==> config.mk <==
export PLATFORM = sky130hd
export DESIGN_NAME = dma_channel_status_regs
export DESIGN_NICKNAME = d
export VERILOG_FILES = /design/src/pkg/dma_status_pkg.sv /design/src/rtl/chan_flag_unit.sv /design/src/rtl/dma_channel_status_regs.sv
export VERILOG_INCLUDE_DIRS = /design/src /design/src/pkg
export SDC_FILE = /design/constraint.sdc
export NUM_CORES = 1
export LEC_CHECK = 0
export ABC_AREA = 1
export BUFFER_PORTS_ARGS = -buffer_cell sky130_fd_sc_hd__buf_4
export CORE_UTILIZATION = 55
export CTS_BUF_LIST = sky130_fd_sc_hd__clkbuf_4 sky130_fd_sc_hd__clkbuf_8 sky130_fd_sc_hd__clkbuf_16
export DETAILED_ROUTE_END_ITERATION = 10
export GPL_ROUTABILITY_DRIVEN = 0
export PLACE_DENSITY = 0.81
export SETUP_SLACK_MARGIN = 0.1
export SKIP_LAST_GASP = 1
export SYNTH_ARGS = -nofsm -noshare
export SYNTH_HDL_FRONTEND = slang
export SYNTH_SLANG_ARGS = --single-unit
==> constraint.sdc <==
create_clock -name clk -period 2.98 [get_ports clk]
set_input_delay 0.298 -clock clk [delete_from_list [all_inputs] [get_ports clk]]
set_output_delay 0.298 -clock clk [all_outputs]
set_load 0.01 [all_outputs]
==> src/pkg/dma_status_map.svh <==
// Register addresses, field positions, reset values and code points of the DMA status block
`ifndef DMA_STATUS_MAP_SVH
`define DMA_STATUS_MAP_SVH

// ----------------------------------------------------------------------------
// Register page and byte addresses
// ----------------------------------------------------------------------------
`define DMA_REG_PAGE       4'hF
`define DMA_MID_ADDR       8'h88
`define DMA_EN_ADDR        8'h92
`define DMA_FULL_ADDR      8'hE8
`define DMA_BUSY_ADDR      8'h91

// ----------------------------------------------------------------------------
// Fields and reset values
// ----------------------------------------------------------------------------
`define DMA_NUM_CHAN       7
`define DMA_CHAN_MSB       6
`define DMA_RSVD_BIT       7
`define DMA_REG_RESET      8'h00
`define DMA_BITS_RESET     7'h00
`define DMA_OFFSET_RESET   10'h000
`define DMA_ADDR_RESET     12'h000
`define DMA_SEL_RESERVED   3'h7

`endif

==> src/pkg/dma_status_pkg.sv <==
// Types shared by the DMA channel status register files
package dma_status_pkg;

  typedef logic [7:0]  sfr_byte_t;
  typedef logic [6:0]  chan_bits_t;
  typedef logic [9:0]  offset_t;
  typedef logic [11:0] xram_addr_t;
  typedef logic [2:0]  chan_sel_t;

endpackage : dma_status_pkg

==> src/rtl/chan_flag_unit.sv <==
// One DMA channel: offset counter, full and mid flags, busy bit and request gating
`timescale 1ns/100ps
`include "dma_status_map.svh"

module chan_flag_unit (
  input  wire logic                       clk,
  input  wire logic                       rst_n,
  input  wire logic                       ce,
  input  wire logic                       enable,
  input  wire logic                       stall,
  input  wire dma_status_pkg::offset_t    size,
  input  wire dma_status_pkg::xram_addr_t base,
  input  wire logic                       offset_wr,
  input  wire dma_status_pkg::offset_t    offset_wdata,
  input  wire logic                       byte_done,
  input  wire logic                       xfer_active,
  input  wire logic                       full_wr,
  input  wire logic                       full_wval,
  input  wire logic                       mid_wr,
  input  wire logic                       mid_wval,
  input  wire logic                       busy_wr,
  input  wire logic                       busy_wval,
  output logic                            full_q,
  output logic                            mid_q,
  output logic                            busy_q,
  output logic                            ready_q,
  output logic                            start_q,
  output dma_status_pkg::offset_t         offset_q,
  output dma_status_pkg::xram_addr_t      addr_q
);

  logic                       full_d;
  logic                       mid_d;
  logic                       busy_d;
  logic                       ready_d;
  logic                       start_d;
  logic                       active_q;
  logic                       active_d;
  logic                       force_go;
  dma_status_pkg::offset_t    offset_d;
  dma_status_pkg::offset_t    full_target;
  dma_status_pkg::offset_t    mid_target;
  dma_status_pkg::xram_addr_t addr_d;

  // --------------------------------------------------------------------------
  // Next-state logic
  // --------------------------------------------------------------------------
  always_comb begin
    full_target = size - 10'h001;
    mid_target  = {1'b0, size[9:1]};
    if (size[0]) begin
      mid_target = {1'b0, size[9:1]} + 10'h001;
    end
    force_go = busy_wr & busy_wval & enable & ~stall;
    start_d  = force_go;
    offset_d = offset_q;
    // Software loads are locked out while the channel moves data
    if (offset_wr && !busy_q) begin
      offset_d = offset_wdata;
    end else if (byte_done) begin
      offset_d = offset_q + 10'h001;
    end
    addr_d = base + {2'b00, offset_d};
    full_d = full_wr ? full_wval : full_q;
    if (byte_done && (offset_q == full_target)) begin
      full_d = 1'b1;
    end
    mid_d = mid_wr ? mid_wval : mid_q;
    if (byte_done && (offset_q == mid_target)) begin
      mid_d = 1'b1;
    end
    active_d = xfer_active;
    busy_d = xfer_active | force_go | (busy_q & ~(active_q & ~xfer_active));
    ready_d = enable & ((~stall & ~full_q) | xfer_active);
  end

  // --------------------------------------------------------------------------
  // State registers
  // --------------------------------------------------------------------------
  always_ff @(posedge clk or negedge rst_n) begin
    if (!rst_n) begin
      full_q   <= 1'b0;
      mid_q    <= 1'b0;
      busy_q   <= 1'b0;
      ready_q  <= 1'b0;
      start_q  <= 1'b0;
      active_q <= 1'b0;
      offset_q <= `DMA_OFFSET_RESET;
      addr_q   <= `DMA_ADDR_RESET;
    end else if (ce) begin
      full_q   <= full_d;
      mid_q    <= mid_d;
      busy_q   <= busy_d;
      ready_q  <= ready_d;
      start_q  <= start_d;
      active_q <= active_d;
      offset_q <= offset_d;
      addr_q   <= addr_d;
    end
  end

endmodule : chan_flag_unit

==> src/rtl/dma_channel_status_regs.sv <==
// Enable, interrupt-flag and busy register set of a seven-channel DMA engine
//
// How it works
// - Bits 0..6 of the enable register enable channels 0..6.
// - Full-length flag register holds one flag per channel, bits 0..6.
// - Full flag sets when the byte at offset size minus one moves.
// - Full flag stays until software writes it to zero.
// - Full condition interrupts only with that channel's full enable set.
// - Mid-point flag register holds one flag per channel, bits 0..6.
// - Even size: mid flag sets when offset equals half the size.
// - Odd size: mid flag sets when offset equals half plus one.
// - Mid flag stays until software writes it to zero.
// - Mid condition interrupts only with that channel's mid enable set.
// - Full flags are bit addressable on page F.
// - Mid flags are bit addressable on page F.
// - Busy set while transferring; writing one forces a transfer start on an enabled, unstalled channel.
// - Three-bit select picks channels 0..6; code 7 selects nothing.
// - Offset counter increments per byte; address is base plus offset.
// - Stall lets running transfer finish, blocks new ones.
`timescale 1ns/100ps
`include "dma_status_map.svh"

module dma_channel_status_regs (
  input  wire logic                                 clk,
  input  wire logic                                 rst_n,
  input  wire logic                                 ce,
  input  wire logic [3:0]                           sfr_page,
  input  wire logic [7:0]                           sfr_addr,
  input  wire logic                                 sfr_wr,
  input  wire logic                                 sfr_rd,
  input  wire dma_status_pkg::sfr_byte_t            sfr_wdata,
  input  wire logic                                 bit_wr,
  input  wire logic [7:0]                           bit_addr,
  input  wire logic                                 bit_wdata,
  input  wire dma_status_pkg::chan_sel_t            chan_select,
  input  wire logic                                 offset_wr,
  input  wire dma_status_pkg::offset_t              offset_wdata,
  input  wire logic [6:0][9:0]                      transfer_size,
  input  wire logic [6:0][11:0]                     xram_base,
  input  wire dma_status_pkg::chan_bits_t           full_irq_enable,
  input  wire dma_status_pkg::chan_bits_t           mid_irq_enable,
  input  wire dma_status_pkg::chan_bits_t           stall,
  input  wire dma_status_pkg::chan_bits_t           byte_done,
  input  wire dma_status_pkg::chan_bits_t           xfer_active,
  output dma_status_pkg::sfr_byte_t                 sfr_rdata,
  output logic                                      irq,
  output dma_status_pkg::chan_bits_t                channel_enables,
  output dma_status_pkg::chan_bits_t                full_length_flags,
  output dma_status_pkg::chan_bits_t                midpoint_flags,
  output dma_status_pkg::chan_bits_t                channel_busy,
  output dma_status_pkg::chan_bits_t                chan_ready,
  output dma_status_pkg::chan_bits_t                force_start,
  output logic [6:0][9:0]                           byte_offset_counter,
  output logic [6:0][11:0]                          xram_addr
);

  // --------------------------------------------------------------------------
  // Decode
  // --------------------------------------------------------------------------
  logic                       page_hit;
  logic                       wr_en_reg;
  logic                       wr_full_byte;
  logic                       wr_mid_byte;
  logic                       wr_busy_byte;
  dma_status_pkg::chan_bits_t full_wr;
  dma_status_pkg::chan_bits_t full_wval;
  dma_status_pkg::chan_bits_t mid_wr;
  dma_status_pkg::chan_bits_t mid_wval;
  dma_status_pkg::chan_bits_t busy_wval;
  dma_status_pkg::chan_bits_t offset_sel;

  always_comb begin
    page_hit     = (sfr_page == `DMA_REG_PAGE);
    wr_en_reg    = page_hit & sfr_wr & (sfr_addr == `DMA_EN_ADDR);
    wr_full_byte = page_hit & sfr_wr & (sfr_addr == `DMA_FULL_ADDR);
    wr_mid_byte  = page_hit & sfr_wr & (sfr_addr == `DMA_MID_ADDR);
    wr_busy_byte = page_hit & sfr_wr & (sfr_addr == `DMA_BUSY_ADDR);
    full_wr      = `DMA_BITS_RESET;
    full_wval    = `DMA_BITS_RESET;
    mid_wr       = `DMA_BITS_RESET;
    mid_wval     = `DMA_BITS_RESET;
    busy_wval    = sfr_wdata[`DMA_CHAN_MSB:0];
    offset_sel   = `DMA_BITS_RESET;
    for (int n = 0; n < `DMA_NUM_CHAN; n++) begin
      if (wr_full_byte) begin
        full_wr[n]   = 1'b1;
        full_wval[n] = sfr_wdata[n];
      end else if (page_hit && bit_wr && (bit_addr == (`DMA_FULL_ADDR + 8'(n)))) begin
        full_wr[n]   = 1'b1;
        full_wval[n] = bit_wdata;
      end
      if (wr_mid_byte) begin
        mid_wr[n]   = 1'b1;
        mid_wval[n] = sfr_wdata[n];
      end else if (page_hit && bit_wr && (bit_addr == (`DMA_MID_ADDR + 8'(n)))) begin
        mid_wr[n]   = 1'b1;
        mid_wval[n] = bit_wdata;
      end
      if (offset_wr && (chan_select != `DMA_SEL_RESERVED) && (chan_select == 3'(n))) begin
        offset_sel[n] = 1'b1;
      end
    end
  end

  // --------------------------------------------------------------------------
  // Channels
  // --------------------------------------------------------------------------
  for (genvar g = 0; g < `DMA_NUM_CHAN; g++) begin : g_chan
    chan_flag_unit u_chan (
      .clk          (clk),
      .rst_n        (rst_n),
      .ce           (ce),
      .enable       (channel_enables[g]),
      .stall        (stall[g]),
      .size         (transfer_size[g]),
      .base         (xram_base[g]),
      .offset_wr    (offset_sel[g]),
      .offset_wdata (offset_wdata),
      .byte_done    (byte_done[g]),
      .xfer_active  (xfer_active[g]),
      .full_wr      (full_wr[g]),
      .full_wval    (full_wval[g]),
      .mid_wr       (mid_wr[g]),
      .mid_wval     (mid_wval[g]),
      .busy_wr      (wr_busy_byte),
      .busy_wval    (busy_wval[g]),
      .full_q       (full_length_flags[g]),
      .mid_q        (midpoint_flags[g]),
      .busy_q       (channel_busy[g]),
      .ready_q      (chan_ready[g]),
      .start_q      (force_start[g]),
      .offset_q     (byte_offset_counter[g]),
      .addr_q       (xram_addr[g])
    );
  end

  // --------------------------------------------------------------------------
  // Enable register
  // --------------------------------------------------------------------------
  dma_status_pkg::chan_bits_t en_q;
  dma_status_pkg::chan_bits_t en_d;

  assign channel_enables = en_q;

  always_comb begin
    en_d = en_q;
    if (wr_en_reg) begin
      // Reserved bit 7 is dropped so a careless write cannot stick
      en_d = sfr_wdata[`DMA_CHAN_MSB:0];
    end
  end

  always_ff @(posedge clk or negedge rst_n) begin
    if (!rst_n) begin
      en_q <= `DMA_BITS_RESET;
    end else if (ce) begin
      en_q <= en_d;
    end
  end

  // --------------------------------------------------------------------------
  // Read data
  // --------------------------------------------------------------------------
  dma_status_pkg::sfr_byte_t rdata_q;
  dma_status_pkg::sfr_byte_t rdata_d;

  assign sfr_rdata = rdata_q;

  // Unmapped or wrong-page reads return zero rather than stale data
  always_comb begin
    rdata_d = rdata_q;
    if (sfr_rd) begin
      rdata_d = `DMA_REG_RESET;
      if (page_hit) begin
        case (sfr_addr)
          `DMA_EN_ADDR:   rdata_d = {1'b0, en_q};
          `DMA_FULL_ADDR: rdata_d = {1'b0, full_length_flags};
          `DMA_MID_ADDR:  rdata_d = {1'b0, midpoint_flags};
          `DMA_BUSY_ADDR: rdata_d = {1'b0, channel_busy};
          default:        rdata_d = `DMA_REG_RESET;
        endcase
      end
    end
  end

  always_ff @(posedge clk or negedge rst_n) begin
    if (!rst_n) begin
      rdata_q <= `DMA_REG_RESET;
    end else if (ce) begin
      rdata_q <= rdata_d;
    end
  end

  // --------------------------------------------------------------------------
  // Interrupt request
  // --------------------------------------------------------------------------
  dma_status_pkg::chan_bits_t full_req;
  dma_status_pkg::chan_bits_t mid_req;
  logic                       irq_q;
  logic                       irq_d;

  assign irq = irq_q;

  // Level request: drops only once firmware clears the flag or its enable
  always_comb begin
    full_req = full_length_flags & full_irq_enable;
    mid_req  = midpoint_flags & mid_irq_enable;
    irq_d    = (|full_req) | (|mid_req);
  end

  always_ff @(posedge clk or negedge rst_n) begin
    if (!rst_n) begin
      irq_q <= 1'b0;
    end else if (ce) begin
      irq_q <= irq_d;
    end
  end

endmodule : dma_channel_status_regs

# Yosys cells after proc, flatten, opt, wreduce, memory -nomap -nowiden
# Cells that the tools add are included.
[op_classes]
muxes = 114
add_sub_neg = 28
multipliers = 0
div_mod_pow = 0
n_lt_le_gt_ge = 0
n_reduce_logical = 84
n_eq_ne = 40
shift = 0
n_bitwise = 106
[ops]
columns = ["operator", "n"]
rows = [
  ["$mux W10", 21],
  ["$eq A8 B8 Y1 const B", 18],
  ["$eq A10 B10 Y1", 14],
  ["$mux W1", 91],
  ["$add A12 B10 Y12", 7],
  ["$add A10 B1 Y10 const B", 7],
  ["$add A9 B1 Y10 const B", 7],
  ["$sub A10 B1 Y10 const B", 7],
  ["$and A1 B1 Y1", 54],
  ["$logic_and A1 B1 Y1", 44],
  ["$reduce_and A2 Y1", 16],
  ["$not A1 Y1", 28],
  ["$pmux W7 S4", 1],
  ["$reduce_bool A2 Y1", 14],
  ["$or A1 B1 Y1", 22],
  ["$and A7 B7 Y7", 2],
  ["$reduce_or A7 Y1", 2],
  ["$eq A3 B3 Y1 const B", 3],
  ["$logic_not A1 Y1", 7],
  ["$mux W7", 1],
  ["$eq A3 B2 Y1 const B", 2],
  ["$eq A4 B4 Y1 const B", 1],
  ["$eq A3 B1 Y1 const B", 1],
  ["$logic_not A3 Y1", 1],
  ["$ne A3 B3 Y1 const B", 1],
]
[word_totals]
elab_cells = 431
input_bits = 238
ram_bits = 0
regBits = 212
mem_bits_ro = 0
output_inout_bits = 205
memories = 0
latch_bits = 0

# Logic depth before layout (Yosys ltp)
# Gate-level depths: netlist of run 1.
[depth]
ltp_word = 8
depth_mapped = 18
ltp_nobuf = 18

# By module
# Synthesis of run 1 repeated with hierarchy kept, for this count alone.
[unflattened]
cells_unflattened = 3304
area_unflattened_um2 = 20862.5
[by_module_without_submodules]
columns = ["module", "cells_each", "area_each_um2", "seq_area_each_um2", "instances"]
rows = [
  ["chan_flag_unit (g_chan[0].u_chan ...)", 413, 2686.3, 700.7, 4],
  ["chan_flag_unit (g_chan[1].u_chan)", 472, 2877.8, 700.7, 1],
  ["chan_flag_unit (g_chan[6].u_chan)", 453, 2775.2, 700.7, 1],
  ["chan_flag_unit (g_chan[5].u_chan)", 427, 2683.8, 700.7, 1],
  ["dma_channel_status_regs", 300, 1780.5, 375.4, 1],
]

# Worst setup path after synthesis of run 1
# Ideal clock, no wire load.
[synth_timing]
path_type = "register to register"
startpoint = "reg g_chan[2].u_chan.offset_q[1]"
endpoint = "reg g_chan[2].u_chan.addr_q[11]"
t_arrival_ns = 2.445
n_path_buf = 0
path_stages_with_launch = 14
period_less_slack_ns = 2.562
slack_ns = 0.418
t_required_ns = 2.863
setup_ns = 0.117
path_cell_list = "dfrtp_1 -> ha_1 -> nand2_1 -> nor3_1 -> nand3_1 -> nor2_1 -> xor2_1 -> a21oi_1 -> ha_1 -> a21oi_1 -> o2111ai_1 -> or2_2 -> nand3_1 -> nand2_1"
[synth_via]
elab_chain_cells = 4
[synth_rtl]
columns = ["element", "line_no", "rtl"]
rows = [
  ["start: declaration", "chan_flag_unit.sv:28", "output dma_status_pkg::offset_t offset_q,"],
  ["start signal: assignment", "chan_flag_unit.sv:88", "offset_q <= `DMA_OFFSET_RESET;"],
  ["start signal: assignment", "chan_flag_unit.sv:97", "offset_q <= offset_d;"],
  ["$add A10 B1 Y10", "chan_flag_unit.sv:61", "offset_d = offset_q + 10'h001;"],
  ["$mux W10", "chan_flag_unit.sv:60", "end else if (byte_done) begin"],
  ["$mux W10", "chan_flag_unit.sv:58", "if (offset_wr && !busy_q) begin"],
  ["via g_chan[2].u_chan.offset_d[8]", "chan_flag_unit.sv:40", "dma_status_pkg::offset_t offset_d;"],
  ["$add A12 B10 Y12", "chan_flag_unit.sv:63", "addr_d = base + {2'b00, offset_d};"],
  ["end signal: assignment", "chan_flag_unit.sv:89", "addr_q <= `DMA_ADDR_RESET;"],
  ["end signal: assignment", "chan_flag_unit.sv:98", "addr_q <= addr_d;"],
  ["end: declaration", "chan_flag_unit.sv:29", "output dma_status_pkg::xram_addr_t addr_q"],
]
# The timed path passes the listed nets, and every way through them passes these cells.
# A chain may end at the register's enable or synchronous reset.

# Worst setup path after layout of run 1
[layout_timing]
startpoint = "reg g_chan[5].u_chan.offset_q[2]"
endpoint = "reg g_chan[5].u_chan.addr_q[11]"
[layout_via]
elab_chain_cells = 4
[layout_rtl]
columns = ["element", "line_no"]
rows = [
  ["start: declaration", "chan_flag_unit.sv:28"],
  ["start signal: assignment", "chan_flag_unit.sv:88"],
  ["start signal: assignment", "chan_flag_unit.sv:97"],
  ["$add A10 B1 Y10", "chan_flag_unit.sv:61"],
  ["$mux W10", "chan_flag_unit.sv:60"],
  ["$mux W10", "chan_flag_unit.sv:58"],
  ["via g_chan[5].u_chan.offset_d[7]", "chan_flag_unit.sv:40"],
  ["$add A12 B10 Y12", "chan_flag_unit.sv:63"],
  ["end signal: assignment", "chan_flag_unit.sv:89"],
  ["end signal: assignment", "chan_flag_unit.sv:98"],
  ["end: declaration", "chan_flag_unit.sv:29"],
]
# The timed path passes the listed nets, and every way through them passes these cells.

==> flow_summary_export.csv, run 1 <==
group,metric,value,unit
synth,synth_area,0.0193,sq mm
synth,yosysUniqueCellTypes,58,
timing,fin_skew,0.00960,ns
global_route,grt_max_degree,124,
cts,cts_buffers,26,
route,vias,21300,
cts,insertion_delay,0.55,ns
worst_hold_path,min_to,"g_chan[6].u_chan.active_q",
floorplan,die_w,189,um
status,status,"finished, final reports clean",
timing,rsz0062_at_grt,"true",
power,p_total,15.0,mW
global_route,grt_pass1_wl,103000,um
power,p_leak,12.5,nW
global_route,grt_pass1_vias,20200,
timing,fin_crit_sh,0.932,
floorplan,core,0.0345,sq mm
route,routed-wl-met3,5990,um
power,powerDensity,617,mW/mm^2
route,initialDrtViolationCount,1798,
floorplan,rows,68,
worst_hold_path,worstHoldStart,"xfer_active[6]",
cts,cts_tree,"yes",
power,internal-power,9.01,mW
cts,path_clk_slew,0.06,ns
timing,period_minus_slack,2.78,ns
global_route,overflow,0,
worst_hold_path,hold_class,"in2reg",
synth,synth_edf_count,0,
timing,max_freq,360,MHz
route,top_layer,"met4",
cells_and_area,mostFrequentLayoutCells,"830 x nand2_1, 510 x buf_4, 292 x inv_1",
cells_and_area,design_area,0.0244,sq mm
timing,maxSlewViolCount,0,
synth,yosysWarnings,0,
route,routed-wl-met2,31200,um
job,max_cap_violations,0,
route,wl_met1,25900,um
synth,syn_avg_cell_area,6.76,sq um
synth,syn_nets,3200,
synth,seq_area_frac_synth,0.273,
power,p_switching,6.04,mW
timing,timing.final.ws_setup,0.204,ns
route,dr.pass1.iters,6,
floorplan,die_h,189,um
place,dp_slack,-0.0327,ns
power,ir_drop,0.604,mV
power,clockPowerShare,0.244,
synth,ys_ff_latch,211,
route,via_per_inst,5.69,
critical_path,critical_path_class,"reg2reg",
route,drc_errors,0,
cells_and_area,final_common_cell,"nand2_1",
route,drtAntennaViolNets,0,
critical_path,critPathLaunchType,"flop",
route,routed_wl,67000,um
synth,syn_inst,2855,
critical_path,worstPathRequired,3.40,ns
cells_and_area,utilization,0.705,
worst_hold_path,hold_depth,3,
cts,root_buffer,"clkbuf_16",
place,dp_hpwl,51300,um
cts,h-tree-depth,1,
global_route,track_usage,0.360,
critical_path,r2r-end,"g_chan[5].u_chan.addr_q[11]",
power,comb_power_share,0.469,
critical_path,rr_worst_depth,16,
timing,finalHoldViolCount,0,
cells_and_area,fillers,2820,
synth,async_flop_share,1.00,
cts,clk_path_buf_depth,3,
cells_and_area,nets,3614,
cells_and_area,drive_above_1_share,0.223,
power,power_frac_seq,0.288,
route,wl_per_cell,17.9,um
place,dpl_cell_area,0.0228,sq mm
place,port_buffers,440,
place,place_inst,3659,
critical_path,worstPathMaxFanout,5,
critical_path,end_kind,"flop",
floorplan,die_area,0.0359,sq mm
critical_path,rrSetupSlack,0.20,ns
timing,setup_viol,0,
floorplan,start_util,0.559,
floorplan,io_pins,443,
power,swShare,0.401,
cells_and_area,area_delta_synth_final,26.2,%
timing,max_slew.worst_pin.slew,0.798,ns
cts,cts_sinks,211,
timing,slew_headroom,0.468,
global_route,grt_antenna_before_repair,1,
synth,synth_flop_cell,"dfrtp_1",
cells_and_area,finalNonFillerCells,3744,
critical_path,cp_data_arrival_time,3.20,ns
critical_path,worstReg2RegStart,"g_chan[5].u_chan.offset_q[2]",
layer usage:
metal / vias up / track usage
li1: 10100 / -
met1: 9945 / 0.439
met2: 1034 / 0.597
met3: 238 / 0.0728
met4: 0 / 0.189
met5: - / 0
cell usage after synthesis, drive strengths merged, types with 4 or more instances:
master / count / share of area
xnor2: 86 / 0.039
nand2: 840 / 0.16
xnor3: 8 / 0.0093
a21boi: 9 / 0.0037
dfrtp: 211 / 0.27
nand3b: 15 / 0.0058
fa: 7 / 0.0073
a31o: 4 / 0.0018
o22ai: 12 / 0.0045
o211ai: 12 / 0.0047
buf: 100 / 0.034
o21bai: 4 / 0.0017
nand3: 196 / 0.052
o21a: 5 / 0.0019
o31ai: 6 / 0.0023
nor2: 241 / 0.051
nor3: 51 / 0.019
ha: 100 / 0.065
a22oi: 9 / 0.0035
nand4: 56 / 0.019
inv: 313 / 0.061
o2111ai: 8 / 0.0036
or2: 23 / 0.0075
clkbuf: 34 / 0.0071
o21ai: 275 / 0.072
xor2: 106 / 0.048
a21o: 8 / 0.0031
a31oi: 13 / 0.0042
a21oi: 92 / 0.024
worst max path at each step:
stage                                  endpoint  depth (start not counted)                         start
finish              g_chan[5].u_chan.addr_q[11]                         16  g_chan[5].u_chan.offset_q[2]
global route        g_chan[5].u_chan.addr_q[11]                         16  g_chan[5].u_chan.offset_q[1]
CTS                 g_chan[3].u_chan.addr_q[10]                         17  g_chan[3].u_chan.offset_q[2]
detailed placement   g_chan[1].u_chan.addr_q[9]                         17                chan_select[2]
global placement     g_chan[1].u_chan.addr_q[9]                         17                chan_select[2]
floorplan           g_chan[2].u_chan.addr_q[11]                         13  g_chan[2].u_chan.offset_q[1]
power groups by stage:
stage	Sequential [mW]	Combinational [mW]	Clock, mW
3_3_place_gp	4.32	6.37	0
2_1_floorplan	4.41	3.83	0
4_1_cts	4.31	6.63	3.70
5_1_grt	4.41	7.74	3.80
6_report	4.33	7.05	3.67
3_5_place_dp	4.34	6.57	0
critical path: stages, from the launching register on:
cell       delay, ns
dfrtp_2         0.40
inv_2           0.09
nor4_4          0.40
buf_4           0.18
nand3_2         0.08
nor2_1          0.11
nand2_1         0.07
nand3_2         0.09
nand2_2         0.07
ha_1            0.34
inv_1           0.13
nor3_2          0.07
nand3_1         0.07
o2111ai_1       0.13
or2_2           0.30
nand3_1         0.07
nand2_1         0.08
per-stage QoR:
step / hold slack (ns) / setup TNS, ns
2_1_floorplan: 0.00241 / 0
3_3_place_gp: 0.400 / 0
3_5_place_dp: 0.406 / -0.0327
4_1_cts: 0.00193 / 0
5_1_grt: 0.0320 / -0.00937
6_report: 0.0196 / 0
what timing repair did:
| action | CTS | global route |
|---|---|---|
| setup buffers | 0 | 32 |
| hold buffers | 5 | 0 |
| pin swaps | 0 | 20 |
| resized for setup | 5 | 94 |
| hold endpoints to repair | 93 | 0 |
| setup endpoints to repair | 4 | 37 |
cell families (layout without fill, tap and decap cells):
logic type | count (synthesis) | after routing | synth area share
flops | 211 | 211 | 0.273
fa+ha+maj | 107 | 107 | 0.0721
xor+xnor | 200 | 200 | 0.0964
buf+inv | 447 | 879 | 0.102
other cells | 1 | 3 | 0.000194
simple gates | 1426 | 1426 | 0.321
compound gates | 463 | 463 | 0.134
flip-flops by register name (all words and copies together) (netlist names):
name	flops
g_chan.u_chan.full_q	7
g_chan.u_chan.offset_q	70
g_chan.u_chan.busy_q	7
irq	1
channel_enables	7
g_chan.u_chan.active_q	7
g_chan.u_chan.start_q	7
sfr_rdata	7
g_chan.u_chan.addr_q	84
g_chan.u_chan.ready_q	7
g_chan.u_chan.mid_q	7
cell type report:
cell class / count / area [sq um] / share of cell area
Multi-Input combinational cell: 2197 / 12400 / 0.507
Sequential cell: 211 / 5300 / 0.218
Clock buffer: 32 / 721 / 0.0296
Inverter: 313 / 1180 / 0.0486
Clock inverter: 14 / 268 / 0.0110
Timing Repair Buffer: 520 / 3970 / 0.163
Tap cell: 455 / 569 / 0.0234
Antenna cell: 2 / 5.00 / 0.000205
(Power assumes the default switching activity.)
==> inputs of run 2 (changes only) <==
--- a/config.mk
+++ b/config.mk
@@ -12,9 +12,11 @@
 export CTS_BUF_LIST = sky130_fd_sc_hd__clkbuf_4 sky130_fd_sc_hd__clkbuf_8 sky130_fd_sc_hd__clkbuf_16
 export DETAILED_ROUTE_END_ITERATION = 10
 export GPL_ROUTABILITY_DRIVEN = 0
-export PLACE_DENSITY = 0.81
+export HOLD_SLACK_MARGIN = 0.08
+export PLACE_DENSITY = 0.8
 export SETUP_SLACK_MARGIN = 0.1
 export SKIP_LAST_GASP = 1
 export SYNTH_ARGS = -nofsm -noshare
 export SYNTH_HDL_FRONTEND = slang
+export SYNTH_HIERARCHICAL = 1
 export SYNTH_SLANG_ARGS = --single-unit
==> flow_summary_export.csv, run 2 <==
group,metric,value,unit
worst_hold_path,hold_depth,4,
power,clockPowerShare,0.225,
global_route,grt_pass1_wl,120000,um
critical_path,cpMostUsedCell,"nand2_1",
cells_and_area,final_common_cell,"nand2_1",
place,port_buffers,440,
worst_hold_path,min_to,"g_chan[2].u_chan/addr_q[0]",
critical_path,worstReg2RegStart,"g_chan[0].u_chan/offset_q[2]",
cells_and_area,reg_top3,"g_chan.u_chan/addr_q: 84 flops, g_chan.u_chan/offset_q: 70 flops",
global_route,track_usage,0.389,
worst_hold_path,hold_class,"in2reg",
cts,path_clk_slew,0.06,ns
global_route,grt_antenna_before_repair,4,
place,dpl_cell_area,0.0247,sq mm
cells_and_area,multi_input_area,0.0137,sq mm
timing,period_minus_slack,2.74,ns
timing,fin_skew,0.0199,ns
cells_and_area,nets,4147,
route,vias,24400,
synth,syn_nets,3661,
cells_and_area,drive_above_1_share,0.204,
cts,root_buffer,"clkbuf_16",
power,p_total,15.0,mW
synth,synth_edf_count,0,
timing,fin_crit_sh,0.921,
synth,syn_avg_cell_area,6.31,sq um
cts,cts_sinks,211,
cells_and_area,layout.area.seq,0.00530,sq mm
synth,yosysUniqueCellTypes,54,
critical_path,crit_slowest_cell,"dfrtp_1",
route,routed-wl-met3,8140,um
synth,synth_top_area_share,0.253,
timing,timing.final.ws_setup,0.236,ns
route,dr.pass1.iters,7,
global_route,overflow,0,
synth,syn_inst,3304,
synth,synth_flop_cell,"dfrtp_1",
critical_path,critical_path_class,"reg2reg",
route,wl_per_cell,17.9,um
synth,synth_commonest_cells,"1139 x nand2_1, 356 x inv_1, 298 x nand3_1, 282 x nor2_1, 211 x dfrtp_1",
route,initialDrtViolationCount,2337,
worst_hold_path,worstHoldStart,"xram_base[24]",
floorplan,die_h,197,um
critical_path,end_kind,"flop",
critical_path,cp_data_arrival_time,3.18,ns
global_route,grt_max_degree,110,
timing,slew_headroom,0.409,
job,max_cap_violations,0,
global_route,grt_pass1_vias,23000,
critical_path,rrSetupSlack,0.24,ns
place,dp_hpwl,57800,um
route,drtAntennaViolNets,0,
place,dp_slack,0.0526,ns
floorplan,rows,70,
synth,seq_area_frac_synth,0.253,
status,status,"finished, final reports clean",
power,comb_power_share,0.489,
timing,setup_tns,0,ns
power,p_leak,14.0,nW
floorplan,start_util,0.564,
route,wl_met1,29600,um
floorplan,io_pins,443,
floorplan,die_w,197,um
floorplan,die_area,0.0387,sq mm
critical_path,critPathLaunchType,"flop",
cts,cts_tree,"yes",
cells_and_area,design_area,0.0262,sq mm
synth,ys_ff_latch,211,
cts,insertion_delay,0.56,ns
floorplan,core,0.0370,sq mm
cts,cts_buffers,26,
critical_path,worstPathRequired,3.42,ns
power,swShare,0.426,
power,ir_drop,0.498,mV
synth,yosysWarnings,6,
route,routed-wl-met2,34500,um
critical_path,worstPathMaxFanout,6,
cts,h-tree-depth,1,
power,p_switching,6.39,mW
cells_and_area,largest_reg_flops,84,
power,internal-power,8.59,mW
route,top_layer,"met5",
cts,clk_path_buf_depth,3,
route,drc_errors,0,
timing,max_freq,364,MHz
synth,async_flop_share,1.00,
route,via_per_inst,5.64,
route,routed_wl,77000,um
power,powerDensity,571,mW/mm^2
synth,synth_area,0.0209,sq mm
timing,max_slew.worst_pin.slew,0.886,ns
power,power_frac_seq,0.286,
critical_path,rr_worst_depth,14,
cells_and_area,regMostFlops,"g_chan.u_chan/addr_q",
critical_path,crit_path_cell_trace,"nand2_2 > nor3_2 > nand4_1 > nor2_1 > xor2_1 > a21oi_1 > ha_1 > nand2_1 > nor3_1 > nand3_1 > nand4_1 > nand2_1 > nand3_1 > nand2_1",
cells_and_area,mostFrequentLayoutCells,"1138 x nand2_1, 504 x buf_4, 353 x inv_1",
synth,yosys.area.top_type,"dfrtp_1",
timing,maxSlewViolCount,0,
cells_and_area,fillers,3160,
cells_and_area,area_delta_synth_final,25.7,%
critical_path,r2r-end,"g_chan[0].u_chan/addr_q[10]",
synth,synth_top_cells_by_area,"dfrtp_1 25%, nand2_1 20%, nand3_1 7.1%",
critical_path,slowest_delay,0.48,ns
timing,rsz0062_at_grt,"false",
timing,setup_viol,0,
timing,finalHoldViolCount,0,
synth,synth.most_common_cell,"nand2_1",
run 2: cell count changes after synthesis, sizes merged, moves of 20 or more:
cell | previous run | this run
a21oi | 92 | 112
buf | 100 | 67
inv | 313 | 390
nand2 | 840 | 1159
nand3 | 196 | 304
nor2 | 241 | 341
o21ai | 275 | 229
xnor2 | 86 | 56
xor2 | 106 | 86
run 2: cell families (layout without fill, tap and decap cells):
family                   Yosys count  in the layout  share of synthesized area
AND/OR/NAND/NOR                 1948           1948                      0.409
buffers and inverters            478            982                     0.0960
AO/OA/AOI/OAI                    396            396                      0.103
flip-flops                       211            211                      0.253
XOR/XNOR                         143            143                     0.0607
adder cells (fa/ha/maj)          119            119                     0.0739
multiplexers                       8              8                    0.00432
other                              1              3                   0.000180
run 2: worst max-delay path by stage:
stage,from,end,cells past startpoint
after floorplan,g_chan[6].u_chan/offset_q[0],g_chan[6].u_chan/addr_q[11],15
after global placement,chan_select[2],g_chan[0].u_chan/addr_q[11],17
after detailed placement,chan_select[2],g_chan[0].u_chan/addr_q[11],17
after CTS,g_chan[0].u_chan/offset_q[0],g_chan[0].u_chan/addr_q[11],15
after global routing,g_chan[0].u_chan/offset_q[3],g_chan[0].u_chan/addr_q[10],14
final,g_chan[0].u_chan/offset_q[2],g_chan[0].u_chan/addr_q[10],14
run 2: layout make-up:
cell class	instances	share of cell area
Clock inverter	9	0.00396
Clock buffer	37	0.0303
Sequential cell	211	0.202
Timing Repair Buffer	545	0.161
Tap cell	504	0.0240
Multi-Input combinational cell	2615	0.523
Inverter	391	0.0561
Antenna cell	2	0.000191
run 2: metal layers:
metal	track usage	vias to the layer above
met3	0.0900	283
met2	0.617	1267
met4	0.219	4
li1	-	11600
met5	0	-
met1	0.486	11200
run 2: power groups by stage:
stage | sequential, mW | clock, mW | combinational [mW]
6_report | 4.29 | 3.37 | 7.32
2_1_floorplan | 4.43 | 0 | 4.02
5_1_grt | 4.35 | 3.50 | 8.07
4_1_cts | 4.27 | 3.38 | 7.04
3_3_place_gp | 4.29 | 0 | 6.73
3_5_place_dp | 4.30 | 0 | 6.93
run 2: repair_timing:
item / 4_1_cts / 5_1_grt
pin swaps: 0 / 13
endpoints found under the hold margin: 148 / 0
cloned: 0 / 0
gates resized for setup: 3 / 46
buffers inserted: 0 / 16
setup endpoints to repair: 1 / 21
hold buffers: 38 / 0
run 2: metrics by stage:
step | cells | hold WS, ns | utilization
after floorplan | 3304 | 0.00241 | -
after global placement | 4212 | 0.434 | 0.667
after detailed placement | 4212 | 0.445 | 0.667
after CTS | 4296 | 0.0831 | 0.702
after global routing | 4313 | 0.0916 | 0.709
final | 4314 | 0.0870 | 0.710
run 2: critical path, delay by kind of cell (launching register included):
family / cells / cell delay, ns
compound gates: 1 / 0.17
simple gates: 11 / 1.43
xor+xnor: 1 / 0.23
flops: 1 / 0.48
fa+ha+maj: 1 / 0.33
